<file path="src/hdl/ots_map.vh">
`ifndef OTS_MAP_VH
`define OTS_MAP_VH

// ==========================================================================
// register byte offsets
`define OTS_CTRL_OFS 8'h00
`define OTS_CHSEL_OFS 8'h04
`define OTS_OFFSET_OFS 8'h08
`define OTS_MAXLAT_OFS 8'h0C
`define OTS_STATUS_OFS 8'h10
`define OTS_CMD_OFS 8'h14
`define OTS_ONDLY_BASE 8'h20
`define OTS_OFFDLY_BASE 8'h30
`define OTS_MODCFG_BASE 8'h40

// ==========================================================================
// field positions
`define OTS_CTRL_EN_BIT 0
`define OTS_CMD_ON_LSB 0
`define OTS_CMD_OFF_LSB 4
`define OTS_CFG_CLASS_LSB 0
`define OTS_CFG_RELAY_BIT 2
`define OTS_CFG_CPRI_BIT 3
`define OTS_CFG_INST_BIT 4
`define OTS_STAT_BUSY_LSB 4

// ==========================================================================
// reset values
`define OTS_CTRL_RST 1'b0
`define OTS_CHSEL_RST 4'h0
`define OTS_DLY_RST 16'h0000
`define OTS_CFG_RST 5'h00

// ==========================================================================
// timing: clock period and time-base tick, both in ns
`define OTS_CLK_NS 8
`define OTS_TICK_NS 1000000
`define OTS_SYNC_PULSE_CYC 16

// inherent module latencies in ms
`define OTS_LAT_STD_MS 16'd32
`define OTS_LAT_STD_RLY_MS 16'd58
`define OTS_LAT_MID_MS 16'd25
`define OTS_LAT_MID_RLY_MS 16'd51
`define OTS_LAT_FAST_MS 16'd18
`define OTS_LAT_FAST_RLY_MS 16'd44
`define OTS_LAT_CPRI_MS 16'd23
`define OTS_LAT_CPRI_RLY_MS 16'd45

`endif

</file>
<file path="src/hdl/ots_chan.v">
`timescale 1ns/10ps
`include "ots_map.vh"

module ots_chan #(
  parameter DW = 16
) (
  input wire sys_clk_i,
  input wire arst_n_i,
  input wire tick_i,
  input wire on_evt_i,
  input wire off_evt_i,
  input wire [DW-1:0] first_i,
  input wire [DW-1:0] on_dly_i,
  input wire [DW-1:0] off_dly_i,
  output reg out_on_o,
  output wire busy_o
);

  localparam ST_IDLE = 2'd0;
  localparam ST_FIRST = 2'd1;
  localparam ST_DLY = 2'd2;
  localparam ST_OFFW = 2'd3;

  reg [1:0] state_reg;
  reg [DW-1:0] cnt_reg;

  assign busy_o = (state_reg != ST_IDLE);

  // ========================================================================
  // delay sequencer, counts whole time-base ticks
  always @(posedge sys_clk_i or negedge arst_n_i)
  begin
    if (!arst_n_i)
    begin
      state_reg <= ST_IDLE;
      cnt_reg <= {DW{1'b0}};
      out_on_o <= 1'b0;
    end
    else if (off_evt_i)
    begin
      // off starts its own delay at once, aborting any pending turn-on
      state_reg <= ST_OFFW;
      cnt_reg <= off_dly_i;
    end
    else if (on_evt_i)
    begin
      state_reg <= ST_FIRST;
      cnt_reg <= first_i;
    end
    else
    begin
      case (state_reg)
        ST_FIRST:
        begin
          if (cnt_reg == {DW{1'b0}})
          begin
            state_reg <= ST_DLY;
            cnt_reg <= on_dly_i;
          end
          else if (tick_i)
            cnt_reg <= cnt_reg - 1'b1;
        end
        ST_DLY:
        begin
          if (cnt_reg == {DW{1'b0}})
          begin
            out_on_o <= 1'b1;
            state_reg <= ST_IDLE;
          end
          else if (tick_i)
            cnt_reg <= cnt_reg - 1'b1;
        end
        ST_OFFW:
        begin
          if (cnt_reg == {DW{1'b0}})
          begin
            out_on_o <= 1'b0;
            state_reg <= ST_IDLE;
          end
          else if (tick_i)
            cnt_reg <= cnt_reg - 1'b1;
        end
        default:
          state_reg <= ST_IDLE;
      endcase
    end
  end

endmodule // ots_chan

</file>
<file path="src/hdl/ots_sline.v">
`timescale 1ns/10ps
`include "ots_map.vh"

module ots_sline #(
  parameter PULSE = `OTS_SYNC_PULSE_CYC
) (
  input wire sys_clk_i,
  input wire arst_n_i,
  input wire fire_i,
  input wire line_i,
  output wire line_o,
  output reg line_oe_o,
  output wire fall_o
);

  reg s1_reg;
  reg s2_reg;
  reg s3_reg;
  reg [7:0] pcnt_reg;

  // open-drain: only ever pulls low
  assign line_o = 1'b0;
  // our own pulse is already acted on locally, so its echo is ignored
  assign fall_o = s3_reg & ~s2_reg & ~line_oe_o;

  // ========================================================================
  // synchroniser, echo guard and drive pulse
  always @(posedge sys_clk_i or negedge arst_n_i)
  begin
    if (!arst_n_i)
    begin
      s1_reg <= 1'b1;
      s2_reg <= 1'b1;
      s3_reg <= 1'b1;
      pcnt_reg <= 8'h00;
      line_oe_o <= 1'b0;
    end
    else
    begin
      s1_reg <= line_i;
      s2_reg <= s1_reg;
      s3_reg <= s2_reg;
      if (fire_i)
      begin
        line_oe_o <= 1'b1;
        pcnt_reg <= PULSE[7:0];
      end
      else if (pcnt_reg != 8'h00)
        pcnt_reg <= pcnt_reg - 8'h01;
      else
        line_oe_o <= 1'b0;
    end
  end

endmodule // ots_sline

</file>
<file path="src/hdl/ots_seq.v">
// The placing of the registers and the address-and-strobe port are this design's own decisions.
`timescale 1ns/10ps
`include "ots_map.vh"

// Overview of operation
// - an off request starts each channel's turn-off delay at once, no offset.
// - without offset, turn-on time is inherent latency plus programmed delay.
// - inherent latency set by module class and relay: 32/58, 25/51, 18/44 ms.
// - current-priority modules have 23 ms latency, 45 ms with relays; the code honours this in class 3 only.
// - with an offset, each coupled channel's delay starts after the offset from the on event.
// - software enables or disables coupling for the whole frame.
// - software selects which of four channels are coupled.
// - every channel accepts any independent turn-on delay and any order.
// - one common offset value held for the whole frame.
// - a read returns the largest inherent latency of installed modules.
// - while enabled, on or off on any coupled channel switches all coupled.
// - sync lines are open-drain both ways; a falling edge is the event.
module ots_seq #(
  parameter NCH = 4,
  parameter DW = 16,
  parameter TICK_CYCLES = `OTS_TICK_NS / `OTS_CLK_NS
) (
  input wire sys_clk_i,
  input wire arst_n_i,
  input wire [7:0] addr_i,
  input wire [31:0] wdata_i,
  input wire wr_i,
  input wire rd_i,
  output reg [31:0] rdata_o,
  input wire sync_on_line_i,
  output wire sync_on_line_o,
  output wire sync_on_line_oe_o,
  input wire sync_off_line_i,
  output wire sync_off_line_o,
  output wire sync_off_line_oe_o,
  output wire [NCH-1:0] chan_on_o
);

  reg sync_enable_reg;
  reg [NCH-1:0] chsel_reg;
  reg [DW-1:0] offset_reg;
  reg [DW*NCH-1:0] on_dly_reg;
  reg [DW*NCH-1:0] off_dly_reg;
  reg [5*NCH-1:0] cfg_reg;
  reg [23:0] tick_cnt_reg;
  reg tick_reg;
  reg [DW-1:0] max_lat;
  reg [31:0] rd_next;
  wire [DW*NCH-1:0] lat;
  wire [DW*NCH-1:0] first;
  wire [NCH-1:0] busy;
  wire [NCH-1:0] on_evt;
  wire [NCH-1:0] off_evt;
  wire [NCH-1:0] coupled;
  wire cmd_wr;
  wire [NCH-1:0] req_on;
  wire [NCH-1:0] req_off;
  wire loc_on_hit;
  wire loc_off_hit;
  wire on_fall;
  wire off_fall;
  wire grp_on;
  wire grp_off;
  integer i;
  integer j;
  integer n;
  genvar g;

  // ========================================================================
  // inherent latency lookup
  function [DW-1:0] lat_of;
    input [4:0] cfg;
    begin
      case (cfg[1:0])
        2'd1:
          lat_of = cfg[`OTS_CFG_RELAY_BIT] ? `OTS_LAT_MID_RLY_MS
                                           : `OTS_LAT_MID_MS;
        2'd2:
          lat_of = cfg[`OTS_CFG_RELAY_BIT] ? `OTS_LAT_FAST_RLY_MS
                                           : `OTS_LAT_FAST_MS;
        2'd3:
          if (cfg[`OTS_CFG_CPRI_BIT])
            lat_of = cfg[`OTS_CFG_RELAY_BIT] ? `OTS_LAT_CPRI_RLY_MS
                                             : `OTS_LAT_CPRI_MS;
          else
            lat_of = cfg[`OTS_CFG_RELAY_BIT] ? `OTS_LAT_STD_RLY_MS
                                             : `OTS_LAT_STD_MS;
        default:
          lat_of = cfg[`OTS_CFG_RELAY_BIT] ? `OTS_LAT_STD_RLY_MS
                                           : `OTS_LAT_STD_MS;
      endcase
    end
  endfunction

  // ========================================================================
  // shared time base
  always @(posedge sys_clk_i or negedge arst_n_i)
  begin
    if (!arst_n_i)
    begin
      tick_cnt_reg <= 24'h000000;
      tick_reg <= 1'b0;
    end
    else if (tick_cnt_reg == TICK_CYCLES[23:0] - 24'h000001)
    begin
      tick_cnt_reg <= 24'h000000;
      tick_reg <= 1'b1;
    end
    else
    begin
      tick_cnt_reg <= tick_cnt_reg + 24'h000001;
      tick_reg <= 1'b0;
    end
  end

  // ========================================================================
  // register writes
  always @(posedge sys_clk_i or negedge arst_n_i)
  begin
    if (!arst_n_i)
    begin
      sync_enable_reg <= `OTS_CTRL_RST;
      chsel_reg <= `OTS_CHSEL_RST;
      offset_reg <= `OTS_DLY_RST;
      on_dly_reg <= {NCH{`OTS_DLY_RST}};
      off_dly_reg <= {NCH{`OTS_DLY_RST}};
      cfg_reg <= {NCH{`OTS_CFG_RST}};
    end
    else if (wr_i)
    begin
      if (addr_i == `OTS_CTRL_OFS)
        sync_enable_reg <= wdata_i[`OTS_CTRL_EN_BIT];
      if (addr_i == `OTS_CHSEL_OFS)
        chsel_reg <= wdata_i[NCH-1:0];
      // any value is taken, even below the largest latency
      if (addr_i == `OTS_OFFSET_OFS)
        offset_reg <= wdata_i[DW-1:0];
      for (i = 0; i < NCH; i = i + 1)
      begin
        if (addr_i == `OTS_ONDLY_BASE + 4 * i)
          on_dly_reg[i*DW +: DW] <= wdata_i[DW-1:0];
        if (addr_i == `OTS_OFFDLY_BASE + 4 * i)
          off_dly_reg[i*DW +: DW] <= wdata_i[DW-1:0];
        if (addr_i == `OTS_MODCFG_BASE + 4 * i)
          cfg_reg[i*5 +: 5] <= wdata_i[4:0];
      end
    end
  end

  // ========================================================================
  // on/off requests and coupling
  assign cmd_wr = wr_i & (addr_i == `OTS_CMD_OFS);
  assign req_on = cmd_wr ? wdata_i[`OTS_CMD_ON_LSB +: NCH] : {NCH{1'b0}};
  assign req_off = cmd_wr ? wdata_i[`OTS_CMD_OFF_LSB +: NCH] : {NCH{1'b0}};
  assign coupled = sync_enable_reg ? chsel_reg : {NCH{1'b0}};
  assign loc_on_hit = |(req_on & coupled);
  assign loc_off_hit = |(req_off & coupled);
  assign grp_on = loc_on_hit | (sync_enable_reg & on_fall);
  assign grp_off = loc_off_hit | (sync_enable_reg & off_fall);
  // off beats on when both arrive together
  assign off_evt = (req_off & ~coupled) | (grp_off ? coupled : {NCH{1'b0}});
  assign on_evt = (req_on & ~coupled) | (grp_on ? coupled : {NCH{1'b0}});

  ots_sline u_on_line (
    .sys_clk_i(sys_clk_i),
    .arst_n_i(arst_n_i),
    .fire_i(loc_on_hit),
    .line_i(sync_on_line_i),
    .line_o(sync_on_line_o),
    .line_oe_o(sync_on_line_oe_o),
    .fall_o(on_fall)
  );

  ots_sline u_off_line (
    .sys_clk_i(sys_clk_i),
    .arst_n_i(arst_n_i),
    .fire_i(loc_off_hit),
    .line_i(sync_off_line_i),
    .line_o(sync_off_line_o),
    .line_oe_o(sync_off_line_oe_o),
    .fall_o(off_fall)
  );

  // ========================================================================
  // per-channel sequencers
  generate
    for (g = 0; g < NCH; g = g + 1)
    begin : g_ch
      assign lat[g*DW +: DW] = lat_of(cfg_reg[g*5 +: 5]);
      // zero offset falls back to the module's own latency
      assign first[g*DW +: DW] =
        (coupled[g] && offset_reg != {DW{1'b0}}) ? offset_reg
                                                 : lat[g*DW +: DW];
      ots_chan #(.DW(DW)) u_chan (
        .sys_clk_i(sys_clk_i),
        .arst_n_i(arst_n_i),
        .tick_i(tick_reg),
        .on_evt_i(on_evt[g]),
        .off_evt_i(off_evt[g]),
        .first_i(first[g*DW +: DW]),
        .on_dly_i(on_dly_reg[g*DW +: DW]),
        .off_dly_i(off_dly_reg[g*DW +: DW]),
        .out_on_o(chan_on_o[g]),
        .busy_o(busy[g])
      );
    end
  endgenerate

  // ========================================================================
  // largest latency among installed modules
  always @*
  begin
    max_lat = {DW{1'b0}};
    // own loop index: a shared one would wake the other processes
    for (j = 0; j < NCH; j = j + 1)
      if (cfg_reg[j*5 + `OTS_CFG_INST_BIT] && lat[j*DW +: DW] > max_lat)
        max_lat = lat[j*DW +: DW];
  end

  // ========================================================================
  // read mux, data one cycle after the strobe
  always @*
  begin
    rd_next = 32'h00000000;
    case (addr_i)
      `OTS_CTRL_OFS: rd_next[0] = sync_enable_reg;
      `OTS_CHSEL_OFS: rd_next[NCH-1:0] = chsel_reg;
      `OTS_OFFSET_OFS: rd_next[DW-1:0] = offset_reg;
      `OTS_MAXLAT_OFS: rd_next[DW-1:0] = max_lat;
      `OTS_STATUS_OFS:
      begin
        rd_next[NCH-1:0] = chan_on_o;
        rd_next[`OTS_STAT_BUSY_LSB +: NCH] = busy;
      end
      default:
        for (n = 0; n < NCH; n = n + 1)
        begin
          if (addr_i == `OTS_ONDLY_BASE + 4 * n)
            rd_next[DW-1:0] = on_dly_reg[n*DW +: DW];
          if (addr_i == `OTS_OFFDLY_BASE + 4 * n)
            rd_next[DW-1:0] = off_dly_reg[n*DW +: DW];
          if (addr_i == `OTS_MODCFG_BASE + 4 * n)
            rd_next[4:0] = cfg_reg[n*5 +: 5];
        end
    endcase
  end

  always @(posedge sys_clk_i or negedge arst_n_i)
  begin
    if (!arst_n_i)
      rdata_o <= 32'h00000000;
    else if (rd_i)
      rdata_o <= rd_next;
    else
      rdata_o <= 32'h00000000;
  end

endmodule // ots_seq

</file>
<file path="config.mk">
export PLATFORM = sky130hd
export DESIGN_NAME = ots_seq
export DESIGN_NICKNAME = d
export VERILOG_FILES = /design/src/hdl/ots_chan.v /design/src/hdl/ots_sline.v /design/src/hdl/ots_seq.v
export VERILOG_INCLUDE_DIRS = /design/src /design/src/hdl
export SDC_FILE = /design/constraint.sdc
export NUM_CORES = 1
export LEC_CHECK = 0
export BUFFER_PORTS_ARGS = -buffer_cell sky130_fd_sc_hd__clkbuf_2
export CAP_MARGIN = 20
export CORE_MARGIN = 4
export CORE_UTILIZATION = 50
export CTS_CLUSTER_SIZE = 14
export DETAILED_ROUTE_END_ITERATION = 7
export PLACE_DENSITY = 0.79
export SLEW_MARGIN = 20
export SYNTH_ARGS = -nofsm -noshare
export SYNTH_HDL_FRONTEND = slang
export SYNTH_HIERARCHICAL = 1
export SYNTH_SLANG_ARGS = --single-unit
</file>
<file path="constraint.sdc">
create_clock -name sys_clk_i -period 8.68 [get_ports sys_clk_i]
set_input_delay 1.736 -clock sys_clk_i [delete_from_list [all_inputs] [get_ports sys_clk_i]]
set_output_delay 1.736 -clock sys_clk_i [all_outputs]
set_load 0.05 [all_outputs]
</file>
==> metrics.md, run 1 <==
| Metric | Value |
|---|---|
| Outcome | finished, final reports clean |
| Grt total ovfl | 0 |
| Antenna-violating nets left | 0 |
| Antenna cells | 0 |
| Ordered list of cells on the worst path | inv_1, ha_1, nand2b_1, a21o_1, a21oi_1, inv_1, ha_1, nand3_1, o221a_2, nor3_2, mux2i_1, inv_1, ha_1, or3_1, o211ai_1, clkinv_1, o21ai_0, ha_1, and4_1, a32oi_1, o2111ai_1, o2111ai_1, a211oi_1, nor3_1 |
| Post-synth EDFFs | 0 |
| Endpoints failing hold | 0 |
| Max_slew headroom | 19.8% |
| Worst path arrival time | 7.67 ns |
| Via count | 16600 |
| Clk buf depth | 3 |
| Via density | 6.61 |
| Fin crit period | 7.21 ns |
| Avg Synthesized Cell Area | 9.88 um2 |
| Internal | 3120 uW |
| IO Pins | 86 |
| Synth Register Bits | 310 |
| Psw | 1590 uW |
| Pwr per Cell Area | 221 nW/um2 |
| Clock network fraction of design power | 34.2% |
| Final net count | 2040 |
| Final Skew | 0.0123 ns |
| Final Instance Area | 21300 um2 |
| Switch share | 33.7% |
| Startpoint Class | flop |
| Tcrit/Tclk final | 83.1% |
| Gr usage total | 27.8% |
| Most frequent cell after synthesis | dfrtp_1 |
| Hold crit path type | reg -> reg |
| Setup bufs post-CTS | 0 |
| Post-DP Area | 20000 um2 |
| Final cell count without fillers | 2506 |
| Clock Sinks | 310 |
| H-tree Lvls | 2 |
| Routed WL | 59800 um |
| Post-synthesis cell type count | 88 |
| Syn Inst Count | 1981 |
| Area delta synth->final | 8.73% |
| Cts hold-fix bufs | 0 |
| Finished Core Util | 55.1% |
| FFs w/ async S/R, synth | 100% |
| Clock transition at path regs | 0.06 ns |
| Root Driver | clkbuf_16 |
| Starting DRT DRC Count | 2091 |
| Max VDD drop | 0.143 mV |
| Area leader, netlist | dfrtp_1 |
| Post-Syn Area | 19600 um2 |
| Row cnt | 72 |
| WP data required | 9.14 ns |
| Critical-path maximum fanout | 12 |
| Layout cells sized above 1 | 21.2% |
| PortBufs | 51 |
| Most used DFF post-synth | dfrtp_1 |
| Initial antenna violation count | 0 |
| Clk Latency, worst-skew pair | 0.55 ns |
| Kind of critical path | reg -> reg |
| Crit. End Element | flop |
| Leak | 0.00927 uW |
| Final Max Slew Viols | 0 |
| Ys Warns | 6 |
| CP most frequent cell | ha_1 |
| Initial Util | 50.7% |
| Die area | 42400 um2 |
| Die height | 206 um |
| FMAX | 0.139 GHz |
| Placed Instances | 2438 |
| Die Width | 206 um |
| CTS tree | built |
| Max stage delay on crit path | 0.68 ns |
| WL per Instance | 23.9 um |
| Area share of the largest cell type after synthesis | 38.9% |
| RSZ-0062 raised after global routing | false |
| Post-CTS Resized | 0 |
| Commonest cells post-synth | dfrtp_1, mux2_2, nor2_1 |
| Slowest stage cell on the critical path | o211ai_1 |
| MaxCap Viol Count | 0 |
| Largest net degree at the start of global routing | 179 |
| Final setup vio count | 0 |
| Pre-antenna DRT Iters | 7 |
| Num CTS Buffers | 37 |
| Seq/Total Area, Yosys | 39.7% |
| Combinational fraction of design power | 21.9% |
| Detailed Place HPWL | 42400 um |
| DRC violations left | 0 |
| DP Worst Slack | 1.62 ns |
| Setup TNS | 0 ns |
| Worst slew pin tran | 1.20 ns |
| Vias in the first global route | 16000 |
| Core Area | 38600 um2 |
| Leading post-synthesis cells by cell area | dfrtp_1, mux2_2, a21oi_1 |
| Global-route wire length before repair | 92500 um |
| Seq pwr share | 43.9% |
| Setup ws final | 1.47 ns |
| Placer Congestion | 0.986 |
## cell type report
class | instances | area, um2
Sequential cell | 310 | 7760
Fill cell | 3321 | 17400
Tap cell | 518 | 648
Clock buffer | 54 | 1110
Inverter | 66 | 248
Timing Repair Buffer | 72 | 453
Clock inverter | 12 | 139
Multi-Input combinational cell | 1474 | 10900
## routing by layer
metal  GRT usage [%]  wire, um  vias up
met5               0         0        -
met3            5.87      5490      213
li1                -         -     7270
met2            42.6     26600      915
met4            11.6      3050        0
met1            38.6     24700     8158
## power groups by stage
stage	sequential, uW	clock (uW)	combinational, uW
finish	2070	1610	1030
global route	2100	1690	1130
CTS	2050	1630	1020
detailed placement	2070	0	1010
global placement	2050	0	978
floorplan	1980	0	810
## placed cells by master, fill, tap and decap left out, types with 16 or more instances in the layout
cell and n:
nor2_1 134, clkbuf_2 50, inv_1 61, nor4_4 18, nand2_1 97, ha_1 33
buf_4 18, nor3_1 47, a22oi_1 30, o21a_1 16, o31ai_1 21, mux2i_1 30
a221o_1 18, xor2_1 22, and2_1 50, nand2b_1 30, a21oi_1 116, dfrtp_1 304
a21o_1 23, mux2_2 187, a31oi_1 19, or4_1 17, a221oi_1 20, o22ai_1 48
conb_1 18, o21ai_0 91, or3_1 16, clkbuf_16 39, nand3_1 35, xnor2_1 60
## final timing paths
| kind | start | depth (start not counted) | slack (ns) | endpoint |
|---|---|---|---|---|
| min in group asynchronous | arst_n_i | 1 | 1.05 | rdata_o[14] |
| max | cfg_reg[2] | 24 | 1.47 | rdata_o[4] |
| max reg2reg | cfg_reg[2] | 24 | 1.47 | rdata_o[4] |
| max in group asynchronous | arst_n_i | 2 | 6.29 | u_on_line/pcnt_reg[0] |
| min reg2reg | u_on_line/s1_reg | 0 | 0.36 | u_on_line/s2_reg |
| min | u_on_line/s1_reg | 0 | 0.36 | u_on_line/s2_reg |
## worst max-delay path, delay by kind of cell (launching register included)
| family | cells | cell delay [ns] |
|---|---|---|
| flip-flops | 1 | 0.50 |
| AND/OR/NAND/NOR | 6 | 1.51 |
| buffers and inverters | 4 | 0.79 |
| AO/OA/AOI/OAI | 9 | 2.70 |
| adder cells (fa/ha/maj) | 4 | 1.12 |
| multiplexers | 1 | 0.48 |
## metrics by stage
stage	hold WS [ns]	total power (uW)
global route	0.363	4920
global placement	0.349	3030
floorplan	0.345	2790
detailed placement	0.348	3090
finish	0.357	4710
CTS	0.357	4700
## cell families after synthesis
kind of cell	after synthesis	share of synthesized area (%)
simple gates	598	18.9
compound gates	518	17.8
flops	310	39.7
mux	225	13.0
buf+inv	212	4.88
xor+xnor	82	3.67
fa+ha+maj	33	2.11
other cells	3	0.0575
No activity file was read; power rests on OpenSTA's default activity.
==> inputs of run 2 (changes only) <==
Settings changed: ABC_AREA set to 1.
Clock period 8.68 ns to 7.1 ns, I/O delays scaled along.
==> metrics.md, run 2 <==
| Metric | Value |
|---|---|
| Outcome | finished, final reports clean |
| Reg2Reg Depth | 39 |
| Root Driver | clkbuf_16 |
| Ys Warns | 6 |
| MaxCap Viol Count | 0 |
| IO Pins | 86 |
| Grt total ovfl | 0 |
| Core Area | 40800 um2 |
| Crit. End Element | flop |
| Final Max Slew Viols | 0 |
| Worst slew pin tran | 1.08 ns |
| Routed WL | 65800 um |
| Avg Synthesized Cell Area | 6.96 um2 |
| Gr usage total | 29.3% |
| Max VDD drop | 0.186 mV |
| DRC violations left | 0 |
| Met3 Track Usage GR | 5.08% |
| Final setup vio count | 0 |
| Most common cell after layout, fill and taps aside | nand2_1 |
| Leading post-synthesis cells by cell area | dfrtp_1, nand2_1, nand3_1 |
| Leak | 0.0113 uW |
| Largest net degree at the start of global routing | 173 |
| Synth Area in Compound Gates | 11.5% |
| Most used DFF post-synth | dfrtp_1 |
| Worst path arrival time | 6.27 ns |
| Die Width | 211 um |
| Initial Util | 50.5% |
| RSZ-0062 raised after global routing | false |
| Via density | 5.73 |
| Internal | 4070 uW |
| Kind of critical path | reg -> reg |
| Die height | 211 um |
| Area delta synth->final | 8.20% |
| Max_slew headroom | 27.8% |
| Total power | 6800 uW |
| Initial antenna violation count | 0 |
| Antenna-violating nets left | 0 |
| Row cnt | 74 |
| Synth Register Bits | 310 |
| Clock network fraction of design power | 29.8% |
| Post-synthesis cell type count | 51 |
| Setup bufs post-CTS | 0 |
| FMAX | 0.171 GHz |
| Clock Sinks | 310 |
| Pwr per Cell Area | 305 nW/um2 |
| Endpoints failing hold | 0 |
| Seq/Total Area, Yosys | 37.7% |
| WP data required | 7.52 ns |
| Fin crit period | 5.85 ns |
| XOR/XNOR Fraction of Synth Area | 1.66% |
| Largest family of logic cells by synthesized area | simple AND/OR/NAND/NOR gates |
| Area leader, netlist | dfrtp_1 |
| Psw | 2740 uW |
| Clk Latency, worst-skew pair | 0.57 ns |
| Most frequent cell after synthesis | nand2_1 |
| Critical-path maximum fanout | 12 |
| Switch share | 40.2% |
| Final Skew | 0.0331 ns |
| Pre-antenna DRT Iters | 6 |
| Area share of the largest cell type after synthesis | 36.9% |
| WL per Instance | 18.7 um |
| Post-Syn Area | 20600 um2 |
| Final net count | 3034 |
| Global-route wire length before repair | 104000 um |
| Slowest stage cell on the critical path | dfrtp_1 |
| Vias in the first global route | 19200 |
| Die area | 44500 um2 |
| Placer Congestion | 0.979 |
| Final hold slack | 0.339 ns |
| Syn Inst Count | 2962 |
| Post-synth EDFFs | 0 |
| Cts hold-fix bufs | 0 |
| CP most frequent cell | nand2_1 |
| Startpoint Class | flop |
| Layout cells sized above 1 | 10.9% |
| Met2 Resource Use GR | 44.7% |
| Hold path cells | 0 |
| Finished Core Util | 54.6% |
| FFs w/ async S/R, synth | 100% |
| Commonest cells post-synth | nand2_1, nor2_1, dfrtp_1 |
| Tcrit/Tclk final | 82.4% |
| CTS tree | built |
| Post-CTS Resized | 0 |
| Clock transition at path regs | 0.06 ns |
| Via count | 20100 |
| Hold crit path type | reg -> reg |
| Combinational fraction of design power | 35.0% |
| Antenna cells | 0 |
| Multiplexer area fraction after synthesis | 0.194% |
| Met1 Use GR | 39.7% |
| Commonest non-fill, non-tap cells in the layout | nand2_1, nor2_1, dfrtp_1, inv_1, nand3_1 |
| Gr busiest metal | met2 |
| Post-synthesis simple-gate area fraction | 37.1% |
| Post-Synth Adder-Cell Area | 2.00% |
| Num CTS Buffers | 38 |
| H-tree Lvls | 2 |
| Detailed Place HPWL | 47800 um |
| PortBufs | 51 |
| Setup TNS | 0 ns |
| Starting DRT DRC Count | 2251 |
| Max stage delay on crit path | 0.41 ns |
| Seq pwr share | 35.2% |
| Clk buf depth | 3 |
## run 2: through the flow
step	instances	area, um2	setup WS, ns
after global placement	3446	21000	1.64
after CTS	3513	22300	1.38
after detailed placement	3446	21000	1.44
final	3514	22300	1.25
after global routing	3514	22300	0.677
after floorplan	2977	20700	2.24
## run 2: layout make-up
class,count,area [um2]
clock buffer,52,1100
fill,3862,18500
timing repair buffer,66,402
sequential,310,7760
multi-input combinational,2193,10900
clock inverter,15,185
tap,532,666
inverter,346,1300
## run 2: metal layers
layer,vias up,share of wire [%]
met5,-,0
met4,0,6.4
met3,241,9.5
met2,1052,44
met1,9391,41
li1,9453,-
## run 2: worst max-delay path: cells and delay by family, from the launching register on
kind	cells	cell delay, ns
adders and majority gates	4	1.20
AOI/OAI and AO/OA	4	0.92
buffers and inverters	6	0.53
and+or+nand+nor	25	2.64
DFF	1	0.41
## run 2: kinds of logic after synthesis
logic type      after synthesis
buf+inv                     474
other cells                   3
compound gates              417
fa+ha+maj                    33
mux                           4
flops                       310
simple gates               1682
xor+xnor                     39
## run 2: path summary, 6_finish.rpt
path	from	end	slack [ns]
min in group asynchronous	arst_n_i	off_dly_reg[16]	0.79
min reg2reg	u_off_line/s2_reg	u_off_line/s3_reg	0.34
max in group asynchronous	arst_n_i	g_ch[3].u_chan/cnt_reg[1]	4.96
max	cfg_reg[2]	rdata_o[1]	1.25
min	u_off_line/s2_reg	u_off_line/s3_reg	0.34
max reg2reg	cfg_reg[2]	rdata_o[1]	1.25
## run 2: power by group through the flow
stage | combinational (uW) | clock [uW] | sequential, uW
detailed placement | 2350 | 0 | 2410
CTS | 2360 | 2050 | 2380
finish | 2380 | 2030 | 2390
global placement | 2270 | 0 | 2400
floorplan | 1940 | 0 | 2320
global route | 2700 | 2130 | 2440
==> inputs of run 3 (changes only) <==
Settings changed: ABC_AREA 1 to 0, PLACE_DENSITY 0.79 to 0.81.
Clock period 7.1 ns to 5.02 ns, I/O delays scaled along.
==> metrics.md, run 3 (same netlist as run 1, synthesis figures left out) <==
| Metric | Value |
|---|---|
| Area delta synth->final | 13.7% |
| IO Pins | 86 |
| WL per Instance | 24.3 um |
| R2R setup slack | -0.33 ns |
| Critical-path maximum fanout | 4 |
| Gr usage total | 29.7% |
| Violated checks | setup timing |
| Clk buf depth | 3 |
| CTS tree | built |
| Cts hold-fix bufs | 0 |
| Final net count | 2113 |
| Global-route wire length before repair | 98100 um |
| Hold crit path type | reg -> reg |
| MaxCap Viol Count | 0 |
| Hold_sp | u_on_line/s2_reg |
| Clk Latency, worst-skew pair | 0.57 ns |
| H-tree Lvls | 2 |
| Setup TNS | -1.79 ns |
| Max VDD drop | 0.267 mV |
| Tcrit/Tclk final | 107% |
| Initial antenna violation count | 0 |
| Antenna-violating nets left | 0 |
| Grt total ovfl | 0 |
| Via count | 17100 |
| Finished Core Util | 57.6% |
| Clock transition at path regs | 0.06 ns |
| Pwr per Cell Area | 375 nW/um2 |
| Min-Delay Endpoint | u_on_line/s3_reg |
| Vias in the first global route | 16700 |
| Die height | 206 um |
| Largest net degree at the start of global routing | 142 |
| Layout cells sized above 1 | 26.5% |
| Die Width | 206 um |
| Placer Congestion | 0.994 |
| Crit. End Element | flop |
| Die area | 42400 um2 |
| Final Skew | 0.0195 ns |
| Via density | 6.64 |
| WP data required | 5.46 ns |
| Final hold slack | 0.351 ns |
| RSZ-0062 raised after global routing | true |
| Outcome | finished with violations |
| Initial Util | 50.7% |
| Root Driver | clkbuf_16 |
| Max_slew headroom | 21.4% |
| Reg2Reg Depth | 27 |
| Antenna cells | 0 |
| Total power | 8340 uW |
| RR Endpoint | rdata_o[0] |
| Detailed Place HPWL | 44700 um |
| Kind of critical path | reg -> reg |
| Worst slew pin tran | 1.18 ns |
| Final setup vio count | 6 |
| Row cnt | 72 |
| Starting DRT DRC Count | 1875 |
| FMAX | 0.187 GHz |
| Worst path arrival time | 5.79 ns |
| Commonest non-fill, non-tap cells in the layout | dfrtp_1, mux2_2, nor2_1, a21oi_1, nand2_1 |
| DP Worst Slack | -0.368 ns |
| Clock Sinks | 310 |
| Critical R2R Launch | cfg_reg[2] |
| DRC violations left | 0 |
| Setup ws final | -0.328 ns |
| Startpoint Class | flop |
| Most common cell after layout, fill and taps aside | dfrtp_1 |
| Endpoints failing hold | 0 |
| Leak | 0.00968 uW |
| Pre-antenna DRT Iters | 7 |
| Core Area | 38600 um2 |
| Fin crit period | 5.35 ns |
| Num CTS Buffers | 36 |
| Hold path cells | 0 |
| PortBufs | 51 |
| Final Max Slew Viols | 0 |
| Routed WL | 62600 um |
-- run 3: final cells by class --
class / count / area (um2)
clock buffer: 49 / 1030
clock inverter: 15 / 241
fill: 3242 / 16400
inverter: 66 / 260
multi-input combinational: 1474 / 11300
sequential: 310 / 7760
tap: 518 / 648
timing repair buffer: 146 / 1010
-- run 3: power by group --
| part | total (uW) | leakage [uW] | switching (uW) | internal, uW |
|---|---|---|---|---|
| clock network | 2860 | 0.000620 | 1100 | 1750 |
| logic | 1900 | 0.00503 | 1010 | 889 |
| registers | 3580 | 0.00403 | 701 | 2880 |
-- run 3: worst max path at each step --
stage               cells past startpoint        from  slack [ns]          to
finish                                 27  cfg_reg[2]       -0.33  rdata_o[0]
global route                           27  cfg_reg[2]       -0.53  rdata_o[0]
CTS                                    25  cfg_reg[2]       -0.30  rdata_o[0]
detailed placement                     24  cfg_reg[3]       -0.37  rdata_o[4]
global placement                       26  cfg_reg[2]       -0.28  rdata_o[1]
floorplan                              25  cfg_reg[2]       -0.22  rdata_o[0]
-- run 3: timing repair --
item | CTS | global route
endpoints found under the setup margin | 6 | 6
setup buffers | 14 | 6
gates resized for setup | 25 | 36
pin swaps | 18 | 29
-- run 3: per-stage QoR --
| step | area [um2] | cells |
|---|---|---|
| after global routing | 22300 | 2578 |
| after floorplan | 19800 | 1996 |
| after CTS | 22000 | 2572 |
| after detailed placement | 20500 | 2495 |
| final | 22300 | 2578 |
| after global placement | 20500 | 2495 |
-- run 3: worst max-delay path, cell delays in order (launching register included) --
cell and delay [ns]:
dfrtp_1 0.40, clkinv_4 0.07, ha_4 0.23, nand2b_4 0.13
a21o_1 0.17, a21oi_2 0.19, inv_2 0.07, ha_4 0.27
nand3_4 0.07, o221a_4 0.25, nor3_4 0.21, buf_6 0.15
mux2i_4 0.22, inv_2 0.07, ha_4 0.16, or3_1 0.36
o211ai_1 0.24, buf_4 0.19, buf_6 0.10, nor2_4 0.03
a21o_1 0.20, ha_4 0.22, and4_1 0.20, a32oi_2 0.26
o211a_4 0.24, nor3_2 0.04, and3_1 0.16, o311a_1 0.34
-- run 3: layer usage --
metal / global-route usage (%) / vias to the layer above / wire length, um
met1: 40.9 / 8504 / 25700
met2: 45.5 / 974 / 27800
met3: 6.89 / 197 / 6210
li1: - / 7433 / -
met5: 0 / - / 0
met4: 12.1 / 0 / 2870
